<file path="src/common/scan_pkg.sv">
// Package of constants and types for the external scan sequencer
package scan_pkg;
  localparam int unsigned SLOTS = 3;
  localparam int unsigned CH_PER_SLOT = 20;
  localparam int unsigned NCH = 60;
  localparam int unsigned CH_W = 6;
  localparam int unsigned CNT_W = 16;
  // Settle time in ns, counted in cycles of the 100 ns clock
  localparam int unsigned CLK_PERIOD_NS = 100;
  localparam int unsigned SETTLE_NS = 1000;
  localparam int unsigned SETTLE_CYC = (SETTLE_NS + CLK_PERIOD_NS - 1) / CLK_PERIOD_NS;
  localparam logic [CNT_W-1:0] SETTLE_CNT = CNT_W'(SETTLE_CYC);
  localparam logic [CNT_W-1:0] PULSE_RESET = 16'h0001;
  localparam logic [CNT_W-1:0] SWEEPS_RESET = 16'h0001;
  localparam logic [CH_W-1:0] PAIR_OFS_WIDE = 6'h0a;
  localparam logic [CH_W-1:0] PAIR_OFS_NARROW = 6'h08;
  typedef enum logic [1:0] {
    SRC_TIMER = 2'b00,
    SRC_EXT = 2'b01,
    SRC_BUS = 2'b10,
    SRC_ALARM = 2'b11
  } src_e;
  typedef enum logic [1:0] {
    KIND_NONE = 2'b00,
    KIND_MUX = 2'b01,
    KIND_DIGITAL = 2'b10
  } kind_e;
endpackage

</file>
<file path="src/common/settle_if.sv">
// Interface between the sequencer and its settle timer
`timescale 1ns/1ps
interface settle_if;
  logic start;
  logic [scan_pkg::CNT_W-1:0] delay;
  logic [scan_pkg::CNT_W-1:0] width;
  logic settled;
  logic busy;
  modport seq (output start, output delay, output width, input settled, input busy);
  modport tmr (input start, input delay, input width, output settled, output busy);
endinterface

</file>
<file path="src/logic/external_scan_sequencer.sv">
// External scan sequencer: steps the scan list under an outside instrument
`timescale 1ns/1ps
module external_scan_sequencer (
  input wire mclk,
  input wire rst_b,
  input wire logic meter_present,
  input wire logic meter_enable,
  input wire logic [scan_pkg::NCH-1:0] scan_list,
  input wire logic [2*scan_pkg::NCH-1:0] channel_kind,
  input wire logic [scan_pkg::SLOTS-1:0] slot_narrow_pair,
  input wire logic four_wire_pairing,
  input wire logic [1:0] sweep_start_source_select,
  input wire logic sweep_start_source_valid,
  input wire logic [1:0] step_source_select,
  input wire logic step_source_write,
  input wire logic [scan_pkg::CNT_W-1:0] sweep_count_setting,
  input wire logic [scan_pkg::CNT_W-1:0] channel_delay,
  input wire logic [scan_pkg::CNT_W-1:0] strobe_width,
  input wire logic scan_init,
  input wire logic scan_abort,
  input wire logic [3:0] source_events,
  input wire logic trigger_in,
  output logic settled_strobe,
  output logic [scan_pkg::CH_W-1:0] close_channel,
  output logic [scan_pkg::CH_W-1:0] sense_channel,
  output logic close_valid,
  output logic sense_valid,
  output logic digital_read,
  output logic [scan_pkg::SLOTS-1:0] digital_slot,
  output logic mux_store_en,
  output logic scan_running,
  output logic config_error,
  output logic [1:0] active_start_source,
  output logic [1:0] active_step_source,
  output logic [scan_pkg::CNT_W-1:0] sweeps_done
);
  // ------------------------------------------------------------
  // Input synchronisers for the trigger pin
  // ------------------------------------------------------------
  logic trig_s1_reg;
  logic trig_s2_reg;
  logic trig_s3_reg;
  always_ff @(posedge mclk) begin
    if (!rst_b) begin
      trig_s1_reg <= 1'b0;
      trig_s2_reg <= 1'b0;
      trig_s3_reg <= 1'b0;
    end else begin
      trig_s1_reg <= trigger_in;
      trig_s2_reg <= trig_s1_reg;
      trig_s3_reg <= trig_s2_reg;
    end
  end
  // Rising edge of the external trigger, taken from synchronised stages only
  logic ext_edge;
  assign ext_edge = trig_s2_reg & ~trig_s3_reg;

  // ------------------------------------------------------------
  // Source selection
  // ------------------------------------------------------------
  logic meter_off;
  assign meter_off = ~meter_present | ~meter_enable;
  logic [1:0] start_src_reg;
  logic [1:0] start_src_next;
  logic [1:0] step_src_reg;
  logic [1:0] step_src_next;
  logic err_reg;
  logic err_next;

  always_comb begin
    start_src_next = start_src_reg;
    step_src_next = step_src_reg;
    err_next = err_reg;
    if (scan_init) begin
      err_next = 1'b0;
    end
    if (sweep_start_source_valid) begin
      start_src_next = sweep_start_source_select;
    end else if (meter_off) begin
      start_src_next = scan_pkg::SRC_TIMER;
    end
    if (step_source_write) begin
      if (step_source_select == start_src_next) begin
        err_next = 1'b1;
      end else begin
        step_src_next = step_source_select;
      end
    end
  end

  always_ff @(posedge mclk) begin
    if (!rst_b) begin
      start_src_reg <= scan_pkg::SRC_TIMER;
      step_src_reg <= scan_pkg::SRC_EXT;
      err_reg <= 1'b0;
    end else begin
      start_src_reg <= start_src_next;
      step_src_reg <= step_src_next;
      err_reg <= err_next;
    end
  end

  // Per-source event, trigger pin replaces the external bit
  logic [3:0] ev;
  assign ev = {source_events[3:2], ext_edge, source_events[0]};
  logic start_ev;
  logic step_ev;
  assign start_ev = ev[start_src_reg];
  assign step_ev = ev[step_src_reg];

  // ------------------------------------------------------------
  // Next-channel search
  // ------------------------------------------------------------
  logic [scan_pkg::CH_W-1:0] ch_reg;
  logic [scan_pkg::CH_W-1:0] ch_next;
  logic [scan_pkg::NCH-1:0] later_mask;
  logic [scan_pkg::NCH-1:0] eligible;
  logic [scan_pkg::NCH-1:0] dig_seen;
  genvar gi;
  generate
    for (gi = 0; gi < scan_pkg::NCH; gi++) begin : g_elig
      // Digital channels after the first of their slot are folded into it
      logic is_dig;
      logic dig_follow;
      assign is_dig = (channel_kind[2*gi +: 2] == scan_pkg::KIND_DIGITAL);
      if ((gi % scan_pkg::CH_PER_SLOT) == 0) begin : g_first
        assign dig_follow = 1'b0;
        assign dig_seen[gi] = is_dig & scan_list[gi];
      end else begin : g_rest
        assign dig_follow = is_dig & dig_seen[gi-1];
        assign dig_seen[gi] = (is_dig & scan_list[gi]) | dig_seen[gi-1];
      end
      assign eligible[gi] = scan_list[gi] & (channel_kind[2*gi +: 2] != scan_pkg::KIND_NONE)
                            & ~dig_follow;
    end
  endgenerate

  logic [scan_pkg::CH_W-1:0] found_idx;
  logic found;
  always_comb begin
    found = 1'b0;
    found_idx = '0;
    // Ascending priority search; lowest index first
    for (int i = scan_pkg::NCH - 1; i >= 0; i--) begin
      if (eligible[i] && later_mask[i]) begin
        found = 1'b1;
        found_idx = scan_pkg::CH_W'(i);
      end
    end
  end

  // ------------------------------------------------------------
  // Scan state machine
  // ------------------------------------------------------------
  typedef enum logic [2:0] {
    S_IDLE = 3'b000,
    S_ARM = 3'b001,
    S_SEEK = 3'b010,
    S_SETTLE = 3'b011,
    S_WAIT_STEP = 3'b100
  } state_e;
  state_e st_reg;
  state_e st_next;
  logic from_start_reg;
  logic from_start_next;
  logic [scan_pkg::CNT_W-1:0] sweeps_reg;
  logic [scan_pkg::CNT_W-1:0] sweeps_next;
  logic [scan_pkg::CNT_W-1:0] target_reg;
  logic [scan_pkg::CNT_W-1:0] target_next;
  logic close_v_reg;
  logic close_v_next;

  settle_if sif ();
  settle_timer u_settle (
    .mclk(mclk),
    .rst_b(rst_b),
    .sif(sif)
  );

  generate
    for (gi = 0; gi < scan_pkg::NCH; gi++) begin : g_mask
      // From the start: all channels; otherwise only those above the current one
      assign later_mask[gi] = from_start_reg | (gi > ch_reg);
    end
  endgenerate

  always_comb begin
    st_next = st_reg;
    ch_next = ch_reg;
    from_start_next = from_start_reg;
    sweeps_next = sweeps_reg;
    target_next = target_reg;
    close_v_next = close_v_reg;
    sif.start = 1'b0;
    case (st_reg)
      S_IDLE: begin
        // Only allowed with the meter out of the path and a clean source pair
        if (scan_init && meter_off && !err_reg) begin
          st_next = S_ARM;
          sweeps_next = '0;
          target_next = (sweep_count_setting == 16'h0000) ? scan_pkg::SWEEPS_RESET : sweep_count_setting;
        end
      end
      S_ARM: begin
        if (start_ev) begin
          st_next = S_SEEK;
          from_start_next = 1'b1;
        end
      end
      S_SEEK: begin
        from_start_next = 1'b0;
        close_v_next = 1'b0;
        if (found) begin
          ch_next = found_idx;
          close_v_next = 1'b1;
          sif.start = 1'b1;
          st_next = S_SETTLE;
        end else begin
          sweeps_next = sweeps_reg + 16'h0001;
          st_next = (sweeps_reg + 16'h0001 >= target_reg) ? S_IDLE : S_ARM;
        end
      end
      S_SETTLE: begin
        // Step requests before the strobe are dropped
        if (sif.settled) begin
          st_next = S_WAIT_STEP;
        end
      end
      S_WAIT_STEP: begin
        if (step_ev && !sif.busy) begin
          close_v_next = 1'b0;
          st_next = S_SEEK;
        end
      end
      default: st_next = S_IDLE;
    endcase
    if (scan_abort || (st_reg != S_IDLE && !meter_off)) begin
      st_next = S_IDLE;
      close_v_next = 1'b0;
    end
  end

  always_ff @(posedge mclk) begin
    if (!rst_b) begin
      st_reg <= S_IDLE;
      ch_reg <= '0;
      from_start_reg <= 1'b1;
      sweeps_reg <= '0;
      target_reg <= scan_pkg::SWEEPS_RESET;
      close_v_reg <= 1'b0;
    end else begin
      st_reg <= st_next;
      ch_reg <= ch_next;
      from_start_reg <= from_start_next;
      sweeps_reg <= sweeps_next;
      target_reg <= target_next;
      close_v_reg <= close_v_next;
    end
  end

  assign sif.delay = channel_delay;
  assign sif.width = (strobe_width == 16'h0000) ? scan_pkg::PULSE_RESET : strobe_width;

  // ------------------------------------------------------------
  // Outputs
  // ------------------------------------------------------------
  logic [scan_pkg::CH_W-1:0] slot_idx;
  logic [scan_pkg::CH_W-1:0] pair_ofs;
  logic ch_dig;
  always_comb begin
    slot_idx = (ch_reg >= 6'h28) ? 6'h02 : ((ch_reg >= 6'h14) ? 6'h01 : 6'h00);
    pair_ofs = slot_narrow_pair[slot_idx[1:0]] ? scan_pkg::PAIR_OFS_NARROW : scan_pkg::PAIR_OFS_WIDE;
    ch_dig = (channel_kind[2*ch_reg +: 2] == scan_pkg::KIND_DIGITAL);
  end

  assign settled_strobe = sif.settled;
  assign close_channel = ch_reg;
  assign close_valid = close_v_reg & ~ch_dig;
  assign sense_channel = ch_reg + pair_ofs;
  assign sense_valid = close_v_reg & ~ch_dig & four_wire_pairing;
  // Whole digital slot read on a single step
  assign digital_read = close_v_reg & ch_dig & sif.settled;
  assign digital_slot = close_v_reg & ch_dig ? (3'b001 << slot_idx[1:0]) : 3'b000;
  // Mux readings never stored while the meter is out of the path
  assign mux_store_en = 1'b0;
  assign scan_running = (st_reg != S_IDLE);
  assign config_error = err_reg;
  assign active_start_source = start_src_reg;
  assign active_step_source = step_src_reg;
  assign sweeps_done = sweeps_reg;
endmodule

</file>
<file path="src/logic/settle_timer.sv">
// Relay settle timer and settled-strobe generator
`timescale 1ns/1ps
module settle_timer (
  input wire mclk,
  input wire rst_b,
  settle_if.tmr sif
);
  // ------------------------------------------------------------
  // Wait then pulse
  // ------------------------------------------------------------
  typedef enum logic [1:0] {
    T_IDLE = 2'b00,
    T_WAIT = 2'b01,
    T_PULSE = 2'b10
  } tstate_e;
  tstate_e st_reg;
  tstate_e st_next;
  logic [scan_pkg::CNT_W-1:0] cnt_reg;
  logic [scan_pkg::CNT_W-1:0] cnt_next;
  logic settled_reg;
  logic settled_next;

  always_comb begin
    st_next = st_reg;
    cnt_next = cnt_reg;
    settled_next = 1'b0;
    case (st_reg)
      T_IDLE: begin
        if (sif.start) begin
          st_next = T_WAIT;
          cnt_next = scan_pkg::SETTLE_CNT + sif.delay;
        end
      end
      T_WAIT: begin
        if (cnt_reg <= 16'h0001) begin
          st_next = T_PULSE;
          cnt_next = (sif.width == 16'h0000) ? 16'h0001 : sif.width;
          settled_next = 1'b1;
        end else begin
          cnt_next = cnt_reg - 16'h0001;
        end
      end
      T_PULSE: begin
        if (cnt_reg <= 16'h0001) begin
          st_next = T_IDLE;
        end else begin
          cnt_next = cnt_reg - 16'h0001;
          settled_next = 1'b1;
        end
      end
      default: st_next = T_IDLE;
    endcase
  end

  always_ff @(posedge mclk) begin
    if (!rst_b) begin
      st_reg <= T_IDLE;
      cnt_reg <= 16'h0000;
      settled_reg <= 1'b0;
    end else begin
      st_reg <= st_next;
      cnt_reg <= cnt_next;
      settled_reg <= settled_next;
    end
  end

  assign sif.settled = settled_reg;
  assign sif.busy = (st_reg != T_IDLE);
endmodule

</file>
<file path="config.mk">
export PLATFORM = sky130hd
export DESIGN_NAME = external_scan_sequencer
export DESIGN_NICKNAME = d
export VERILOG_FILES = /design/src/common/scan_pkg.sv /design/src/common/settle_if.sv /design/src/logic/external_scan_sequencer.sv /design/src/logic/settle_timer.sv
export SDC_FILE = /design/constraint.sdc
export NUM_CORES = 1
export LEC_CHECK = 0
export ABC_AREA = 1
export BUFFER_PORTS_ARGS = -buffer_cell sky130_fd_sc_hd__buf_2
export CELL_PAD_IN_SITES_DETAIL_PLACEMENT = 2
export CELL_PAD_IN_SITES_GLOBAL_PLACEMENT = 2
export CORE_UTILIZATION = 26
export CTS_BUF_LIST = sky130_fd_sc_hd__clkbuf_4 sky130_fd_sc_hd__clkbuf_8
export DETAILED_ROUTE_END_ITERATION = 7
export GPL_TIMING_DRIVEN = 0
export MAX_ROUTING_LAYER = met4
export PLACE_DENSITY_LB_ADDON = 0.12
export SLEW_MARGIN = 0
export SYNTH_ARGS = -nofsm -noshare
export SYNTH_HDL_FRONTEND = slang
export SYNTH_SLANG_ARGS = --single-unit
</file>
<file path="constraint.sdc">
create_clock -name mclk -period 6.6 [get_ports mclk]
set_input_delay 1.32 -clock mclk [delete_from_list [all_inputs] [get_ports mclk]]
set_output_delay 1.32 -clock mclk [all_outputs]
set_load 0.01 [all_outputs]
</file>
==> results of run 1 <==
[power breakdown]
part           total, mW  switching [mW]  internal [mW]
sequential         0.538          0.0551          0.483
combinational       1.07           0.691          0.384
clock              0.347           0.205          0.142
[critical path: cells and delay by family, from the launching register on]
kind            cells  cell delay, ps
buf+inv             4            1620
simple gates        4            1080
flops               1             420
compound gates      5            1500
[cell usage after synthesis, drive strengths merged (2+ instances only)]
cell type  count  share of area (%)
nand4         27                2.6
o21bai         3               0.27
a221oi         5               0.52
nand3b         2               0.18
a22oi         14                1.2
o21a           6               0.53
buf            6               0.58
a31o           3               0.31
o221ai        16                1.7
clkbuf        35                1.6
or2            4               0.30
ha            26                3.8
o2111ai       12                1.2
o211ai        19                1.7
a211oi        32                3.1
o21ai        106                6.3
o22ai          6               0.44
inv          247                 11
a32oi          4               0.41
dfxtp         70                 17
nor4          13               0.96
clkinv         5               0.24
a31oi         29                3.7
nand3        103                6.7
xnor2         10                1.0
o31ai          7               0.74
nor3b          2               0.18
a21o           3               0.27
a21oi         92                5.5
a21boi         2               0.18
nand2        294                 13
xor2          27                2.8
nor2         171                8.0
nor3          22                1.3
[layout make-up]
type | count | area, sq um | share of cell area (%)
multi-input combinational | 1068 | 5958 | 55.87
sequential | 70 | 1401 | 13.14
inverter | 252 | 947.2 | 8.882
clock inverter | 7 | 55.05 | 0.5162
clock buffer | 9 | 123.9 | 1.162
buffer | 41 | 180.2 | 1.690
antenna | 7 | 17.52 | 0.1643
timing repair buffer | 287 | 1436 | 13.47
tap | 435 | 544.3 | 5.104
[routing by layer]
| layer | part of all wire, % | vias to the layer above | GRT usage (%) |
|---|---|---|---|
| li1 | - | 5431 | - |
| met1 | 43 | 5543 | 31.65 |
| met2 | 49 | 316 | 47.16 |
| met3 | 5.3 | 51 | 3.891 |
| met4 | 2.7 | 0 | 9.109 |
| met5 | 0 | - | - |
[logic make-up (layout without fill, tap and decap cells)]
family,Yosys count,in the layout
xor+xnor,37,37
compound gates,363,363
flops,70,70
simple gates,641,641
other cells,1,8
fa+ha+maj,26,26
buf+inv,293,596
[final timing paths]
check                         from          endpoint  slack, ps
setup reg to reg  close_channel[1]  close_channel[0]       1130
setup / recovery  close_channel[1]   digital_slot[0]        280
hold / removal         trig_s1_reg       trig_s2_reg        440
hold reg to reg        trig_s1_reg       trig_s2_reg        440
[stage by stage]
stage,hold WS [ps],utilization [%],area [sq um],instances
final,438.7,33.54,10660,2176
after detailed placement,422.7,32.86,10450,2153
after global placement,396.3,32.86,10450,2153
after floorplan,390.5,-,8469,1431
after global routing,450.3,33.54,10660,2176
after CTS,444.2,33.43,10630,2169
==> results.tsv, run 1 <==
stage	metric	value	unit
grt	Global Route Usage Sum	27.06	%
grt	initial antenna violation count	7	
synthesis	Post-Syn Area	8469	sq um
synthesis	Yosys reg bits	70	
outcome	status	finished clean	
critical_path	worst endpoint data arrival time	5000	ps
clock_network	H-tree levels	3	
sta	Slew Viols, Final	0	
synthesis	FFs w/ async S/R, synth	0	%
critical_path	Setup Crit Path Kind	reg2out	
worst_hold_path	worst hold stages	2	
placement	I/O Buffers	287	
layout	Layout Nets	2004	
drt	vias post-DR	11340	
drt	DRC	0	
clock_network	CTS sink cnt	70	
synthesis	Syn Nets	1706	
synthesis	synth unique cells	60	
power_and_ir_drop	worst IR drop on VDD	0.00009258	V
clock_network	post-CTS setup buffers	0	
die	Die Width	182.5	microns
sta	Final WS setup	282.8	ps
power_and_ir_drop	Power Density	183.8	nW/um^2
critical_path	Worst setup SP type	register	
layout	# fillers	4086	
sta	clock skew	18.08	ps
critical_path	most used cell, CP	clkbuf_1	
critical_path	reg2reg path depth	55	
grt	largest net degree at the start of global routing	15	
drt	Starting DRT DRC Count	436	
placement	Placer Congestion	0.9875	
critical_path	CP Cell Sequence	clkbuf_1 -> inv_1 -> nor2_2 -> clkbuf_1 -> a22oi_1 -> o21ai_0 -> a221oi_1 -> a21oi_1 -> nor3_1 -> a221oi_2 -> nand2_1 -> nor2_1 -> buf_2	
power_and_ir_drop	total power	1.960	mW
die	Cell Rows	65	
clock_network	clock-pin slew on the worst setup and hold paths	100	ps
placement	Place WS	168.6	ps
layout	share of post-route cells with drive strength above 1	21.57	%
die	die area	33300	sq um
clock_network	Root Buffer	clkbuf_8	
die	number of placed I/O pins	291	
synthesis	simple logic cell fraction of the synthesized area	33.85	%
layout	commonest non-fill, non-tap cell in the layout	buf_2	
clock_network	Clk Latency, worst-skew pair	370	ps
sta	Final Setup Violations	0	
synthesis	Seq/Total Area, Yosys	16.55	%
worst_hold_path	worst hold path type	reg2reg	
sta	number of hold violations in the final report	0	
synthesis	post-synthesis mux area share	0	%
critical_path	Slowest cell on crit path	clkbuf_1	
die	core area	31800	sq um
placement	hpwl dp	37840	microns
synthesis	Mapped Cells	1431	
sta	fmax	158.3	MHz
clock_network	CTS Buffer Depth	2	
grt	number of global-route vias before repair	12010	
job	max-cap check violation count	0	
sta	total negative slack	0	ps
synthesis	post-synthesis area per instance	5.918	sq um
drt	router iterations before antenna repair	5	
sta	min cycle time layout	6317	ps
drt	vias per inst	5.212	
drt	total wire length	45100	microns
sta	pin slew with the least headroom to its limit	1028	ps
drt	DR WL/cell	20.73	microns
critical_path	crit-path max FO	10	
synthesis	warning count from the yosys run	0	
sta	RSZ-0062 raised after global routing	false	
grt	remaining global-route overflow	0	
sta	fin crit share	95.72	%
clock_network	# hold bufs at CTS	0	
layout	most frequent cells in the layout	287 x buf_2, 286 x nand2_1, 238 x inv_1, 165 x nor2_1, 101 x o21ai_0	
synthesis	ys flop type	dfxtp_1	
synthesis	post-synthesis xor/xnor area fraction	3.826	%
layout	Area Overhead vs Synth	25.91	%
sta	Rel. slew slack	31.21	%
die	Die H	182.5	microns
drt	DRT antenna net count	0	
synthesis	Post-synth EDFFs	0	
grt	first-pass GRT wire length	67000	microns
synthesis	Post-Synth Adder-Cell Area	3.841	%
synthesis	main combinational cell family by area after synthesis	simple AND/OR/NAND/NOR gates	
synthesis	area fraction in compound gates after synthesis	28.59	%
critical_path	slowest stage delay, CP	650	ps
die	Initial Utilization	26.63	%
clock_network	total CTS buffers	9	
critical_path	critical path data required time	5280	ps
critical_path	Setup crit end kind	output port	
power_and_ir_drop	LEAKAGE	5.184	nW
clock_network	post-cts sizing count	1	
clock_network	CTS tree	done	
(Power assumes the default switching activity.)
==> inputs of run 2 (changes only) <==
- ABC_AREA: 1 -> 0
- CORE_UTILIZATION: 26 -> 29
==> run 2 against run 1 <==
Register-to-register slack gained 1200 ps. Clock skew shrank 1.6 ps. Critical path type unchanged. Count of clock-buffer cells in the layout grew 1. Cell count shrank 9.3%. The run now ends with capacitance limit left.
==> results.tsv, run 2 <==
stage	metric	value	unit	change
clock_network	# hold bufs at CTS	0		unchanged
die	Die Width	178.5	microns	-2.2%
drt	vias per inst	5.836		+12%
synthesis	Yosys reg bits	70		unchanged
drt	DRT antenna net count	0		unchanged
synthesis	Syn Nets	1546		-9.4%
grt	Global Route Usage Sum	28.40	%	+1.3 points
die	number of placed I/O pins	291		unchanged
critical_path	crit path from	close_channel[1]		
drt	router iterations before antenna repair	5		unchanged
power_and_ir_drop	worst IR drop on VDD	0.0001091	V	+18%
sta	clock skew	16.44	ps	-1.646 ps
layout	Area Overhead vs Synth	23.71	%	
synthesis	Seq/Total Area, Yosys	15.52	%	-1.0 points
layout	# fillers	3756		-8.1%
clock_network	total CTS buffers	9		unchanged
clock_network	H-tree levels	3		unchanged
drt	vias post-DR	11510		+1.5%
synthesis	Post-synth EDFFs	0		unchanged
critical_path	Worst setup SP type	register		
drt	total wire length	45150	microns	+0.12%
sta	Slew Viols, Final	0		unchanged
drt	DR WL/cell	22.88	microns	+10%
clock_network	post-cts sizing count	0		-1
sta	Rel. slew slack	0.2294	%	-31 points
die	die area	31850	sq um	-4.4%
power_and_ir_drop	LEAKAGE	4.828	nW	-6.9%
layout	most frequent cells in the layout	305 x buf_2, 136 x nand2_1, 103 x a21oi_1, 88 x nor2_1, 80 x o21ai_0		
synthesis	most used standard cell by instance count after synthesis	nand2_1		
grt	largest net degree at the start of global routing	13		-2
placement	I/O Buffers	288		+0.35%
critical_path	reg2reg path depth	12		-78%
power_and_ir_drop	P_int	1.077	mW	+6.7%
synthesis	largest area contributor in the netlist	dfxtp_1		
clock_network	clock-pin slew on the worst setup and hold paths	70	ps	-30 ps
outcome	status	finished with violations		
critical_path	critical path data required time	5280	ps	about the same
synthesis	post-synthesis area per instance	7.106	sq um	+20%
sta	fin crit share	89.78	%	-5.9 points
synthesis	Post-Syn Area	9031	sq um	+6.6%
synthesis	main combinational cell family by area after synthesis	simple AND/OR/NAND/NOR gates		
sta	total negative slack	0	ps	unchanged
grt	initial antenna violation count	2		-5
power_and_ir_drop	Power Density	181.8	nW/um^2	-1.1%
synthesis	FFs w/ async S/R, synth	0	%	unchanged
critical_path	most used cell, CP	buf_2		
power_and_ir_drop	switching power	0.9538	mW	+0.27%
clock_network	CTS tree	done		
sta	pin slew with the least headroom to its limit	1488	ps	+459.6 ps
critical_path	RR Endpoint	sweeps_done[11]		
synthesis	area fraction in compound gates after synthesis	31.13	%	+2.5 points
grt	number of global-route vias before repair	12190		+1.5%
die	core area	30590	sq um	-3.8%
power_and_ir_drop	Comb pwr share	56.7	%	+1.9 points
clock_network	CTS Buffer Depth	2		unchanged
placement	Placer Congestion	0.8959		-9.3%
sta	fmax	168.8	MHz	+6.6%
die	Cell Rows	64		-1.5%
job	max-cap check violation count	1		+1
layout	share of post-route cells with drive strength above 1	25.21	%	+3.6 points
clock_network	CTS sink cnt	70		unchanged
sta	min cycle time layout	5926	ps	-391.7 ps
critical_path	slowest stage delay, CP	680	ps	+30 ps
critical_path	Slowest cell on crit path	buf_1		
synthesis	post-synthesis mux area share	5.334	%	+5.3 points
critical_path	Setup crit end kind	output port		
synthesis	most common library cells after synthesis	136 x nand2_1, 103 x a21oi_1, 88 x nor2_1		
die	Die H	178.5	microns	-2.2%
clock_network	Root Buffer	clkbuf_8		
clock_network	post-CTS setup buffers	0		unchanged
synthesis	ys flop type	dfxtp_1		
critical_path	Worst Setup EP	sense_valid		
synthesis	Mapped Cells	1271		-11%
grt	first-pass GRT wire length	67680	microns	+1.0%
synthesis	post-synthesis xor/xnor area fraction	4.364	%	+0.54 points
outcome	violations in the final reports	capacitance limit		
layout	commonest non-fill, non-tap cell in the layout	buf_2		
synthesis	simple logic cell fraction of the synthesized area	33.37	%	-0.47 points
sta	RSZ-0062 raised after global routing	false		
placement	hpwl dp	37810	microns	about the same
grt	remaining global-route overflow	0		unchanged
clock_network	Clk Latency, worst-skew pair	360	ps	about the same
synthesis	warning count from the yosys run	0		unchanged
synthesis	synth top area cells	dfxtp_1 16%, a21oi_1 5.7%, nand2_1 5.7%		
die	Initial Utilization	29.52	%	+2.9 points
power_and_ir_drop	sequential share of power	25.5	%	-2.0 points
synthesis	Yosys top cell area share	15.52	%	-1.0 points
synthesis	synth unique cells	89		+48%
worst_hold_path	worst hold path type	reg2reg		
power_and_ir_drop	Switching Fraction	46.96	%	-1.6 points
critical_path	Setup Crit Path Kind	reg2out		
drt	DRC	0		unchanged
sta	number of hold violations in the final report	0		unchanged
sta	Final Setup Violations	0		unchanged
critical_path	crit-path max FO	10		unchanged
power_and_ir_drop	clock power share	17.7	%	about the same
power_and_ir_drop	total power	2.031	mW	+3.6%
drt	Starting DRT DRC Count	659		+51%
synthesis	Post-Synth Adder-Cell Area	3.602	%	-0.24 points
critical_path	CP Cell Sequence	buf_4 -> buf_4 -> buf_2 -> buf_2 -> buf_1 -> nand2_1 -> o22ai_1 -> nor2_1 -> nor4_1 -> a211oi_1 -> a21oi_1 -> nor2b_1 -> and2_1 -> buf_2		
critical_path	r2r startpoint	close_channel[1]		
critical_path	R2R setup slack	2280	ps	+1150 ps
critical_path	worst endpoint data arrival time	4610	ps	-390 ps
layout	Layout Nets	1845		-7.9%
==> run 2: power by group through the flow <==
stage / Combinational, mW / Clock, mW / Sequential [mW]
detailed placement: 1.14 / 0 / 0.527
finish: 1.15 / 0.360 / 0.518
CTS: 1.15 / 0.371 / 0.517
floorplan: 0.727 / 0 / 0.513
global route: 1.26 / 0.386 / 0.524
global placement: 1.11 / 0 / 0.524
==> run 2: how the worst min path moves through the flow <==
stage                      startpoint           to  cells after the start
after CTS                 trig_s1_reg  trig_s2_reg                      1
after floorplan           trig_s1_reg  trig_s2_reg                      1
after detailed placement  trig_s1_reg  trig_s2_reg                      1
after global placement    trig_s1_reg  trig_s2_reg                      1
after global routing      trig_s1_reg  trig_s2_reg                      1
final                     trig_s1_reg  trig_s2_reg                      1
==> run 2: per-layer routing <==
layer  GRT usage [%]  routed length [microns]  vias up  part of all wire [%]
li1                -                        -     5410                     -
met5               -                        0        -                     0
met2           49.40                    22050      363                    49
met4           10.95                     1534        0                   3.4
met3           2.238                     2082       84                   4.6
met1           33.86                    19480     5657                    43
==> run 2: critical path: cells and delay by family, from the launching register on <==
family                 cells  cell delay (ps)
DFF                        1              420
buffers and inverters      6             1870
AOI/OAI and AO/OA          3              880
and+or+nand+nor            5             1080
==> run 2: stage by stage <==
stage / area, sq um / hold WS, ps / cells / worst slack (ps) / utilization (%)
after detailed placement: 10970 / 425.1 / 1955 / 1137 / 35.86
after global routing: 11170 / 462.9 / 1973 / 533.9 / 36.52
after CTS: 11170 / 442.9 / 1971 / 744.5 / 36.51
after global placement: 10970 / 413.1 / 1955 / 1137 / 35.86
after floorplan: 9031 / 411.9 / 1271 / 2351 / -
final: 11170 / 438.8 / 1973 / 674.4 / 36.52
==> run 2: area by class of cell <==
cell class / instances / area (sq um) / share of cell area [%]
plain buffers: 63 / 347.8 / 3.113
flip-flops and latches: 70 / 1401 / 12.54
repair buffers: 288 / 1441 / 12.90
diodes: 2 / 5.005 / 0.04480
clock buffers: 10 / 137.6 / 1.232
inverters: 67 / 251.5 / 2.251
well taps: 396 / 495.5 / 4.435
multi-input cells: 1071 / 7030 / 62.93
clock inverters: 6 / 61.31 / 0.5488
==> run 2: kinds of logic (layout without fill, tap and decap cells) <==
kind of cell               Yosys count  count (layout)
AOI/OAI and AO/OA                  428             428
xor gates and xnor gates            45              45
adders and majority gates           26              26
buffers and inverters              130             434
DFF                                 70              70
muxes                               28              28
other                                1               3
and+or+nand+nor                    543             543
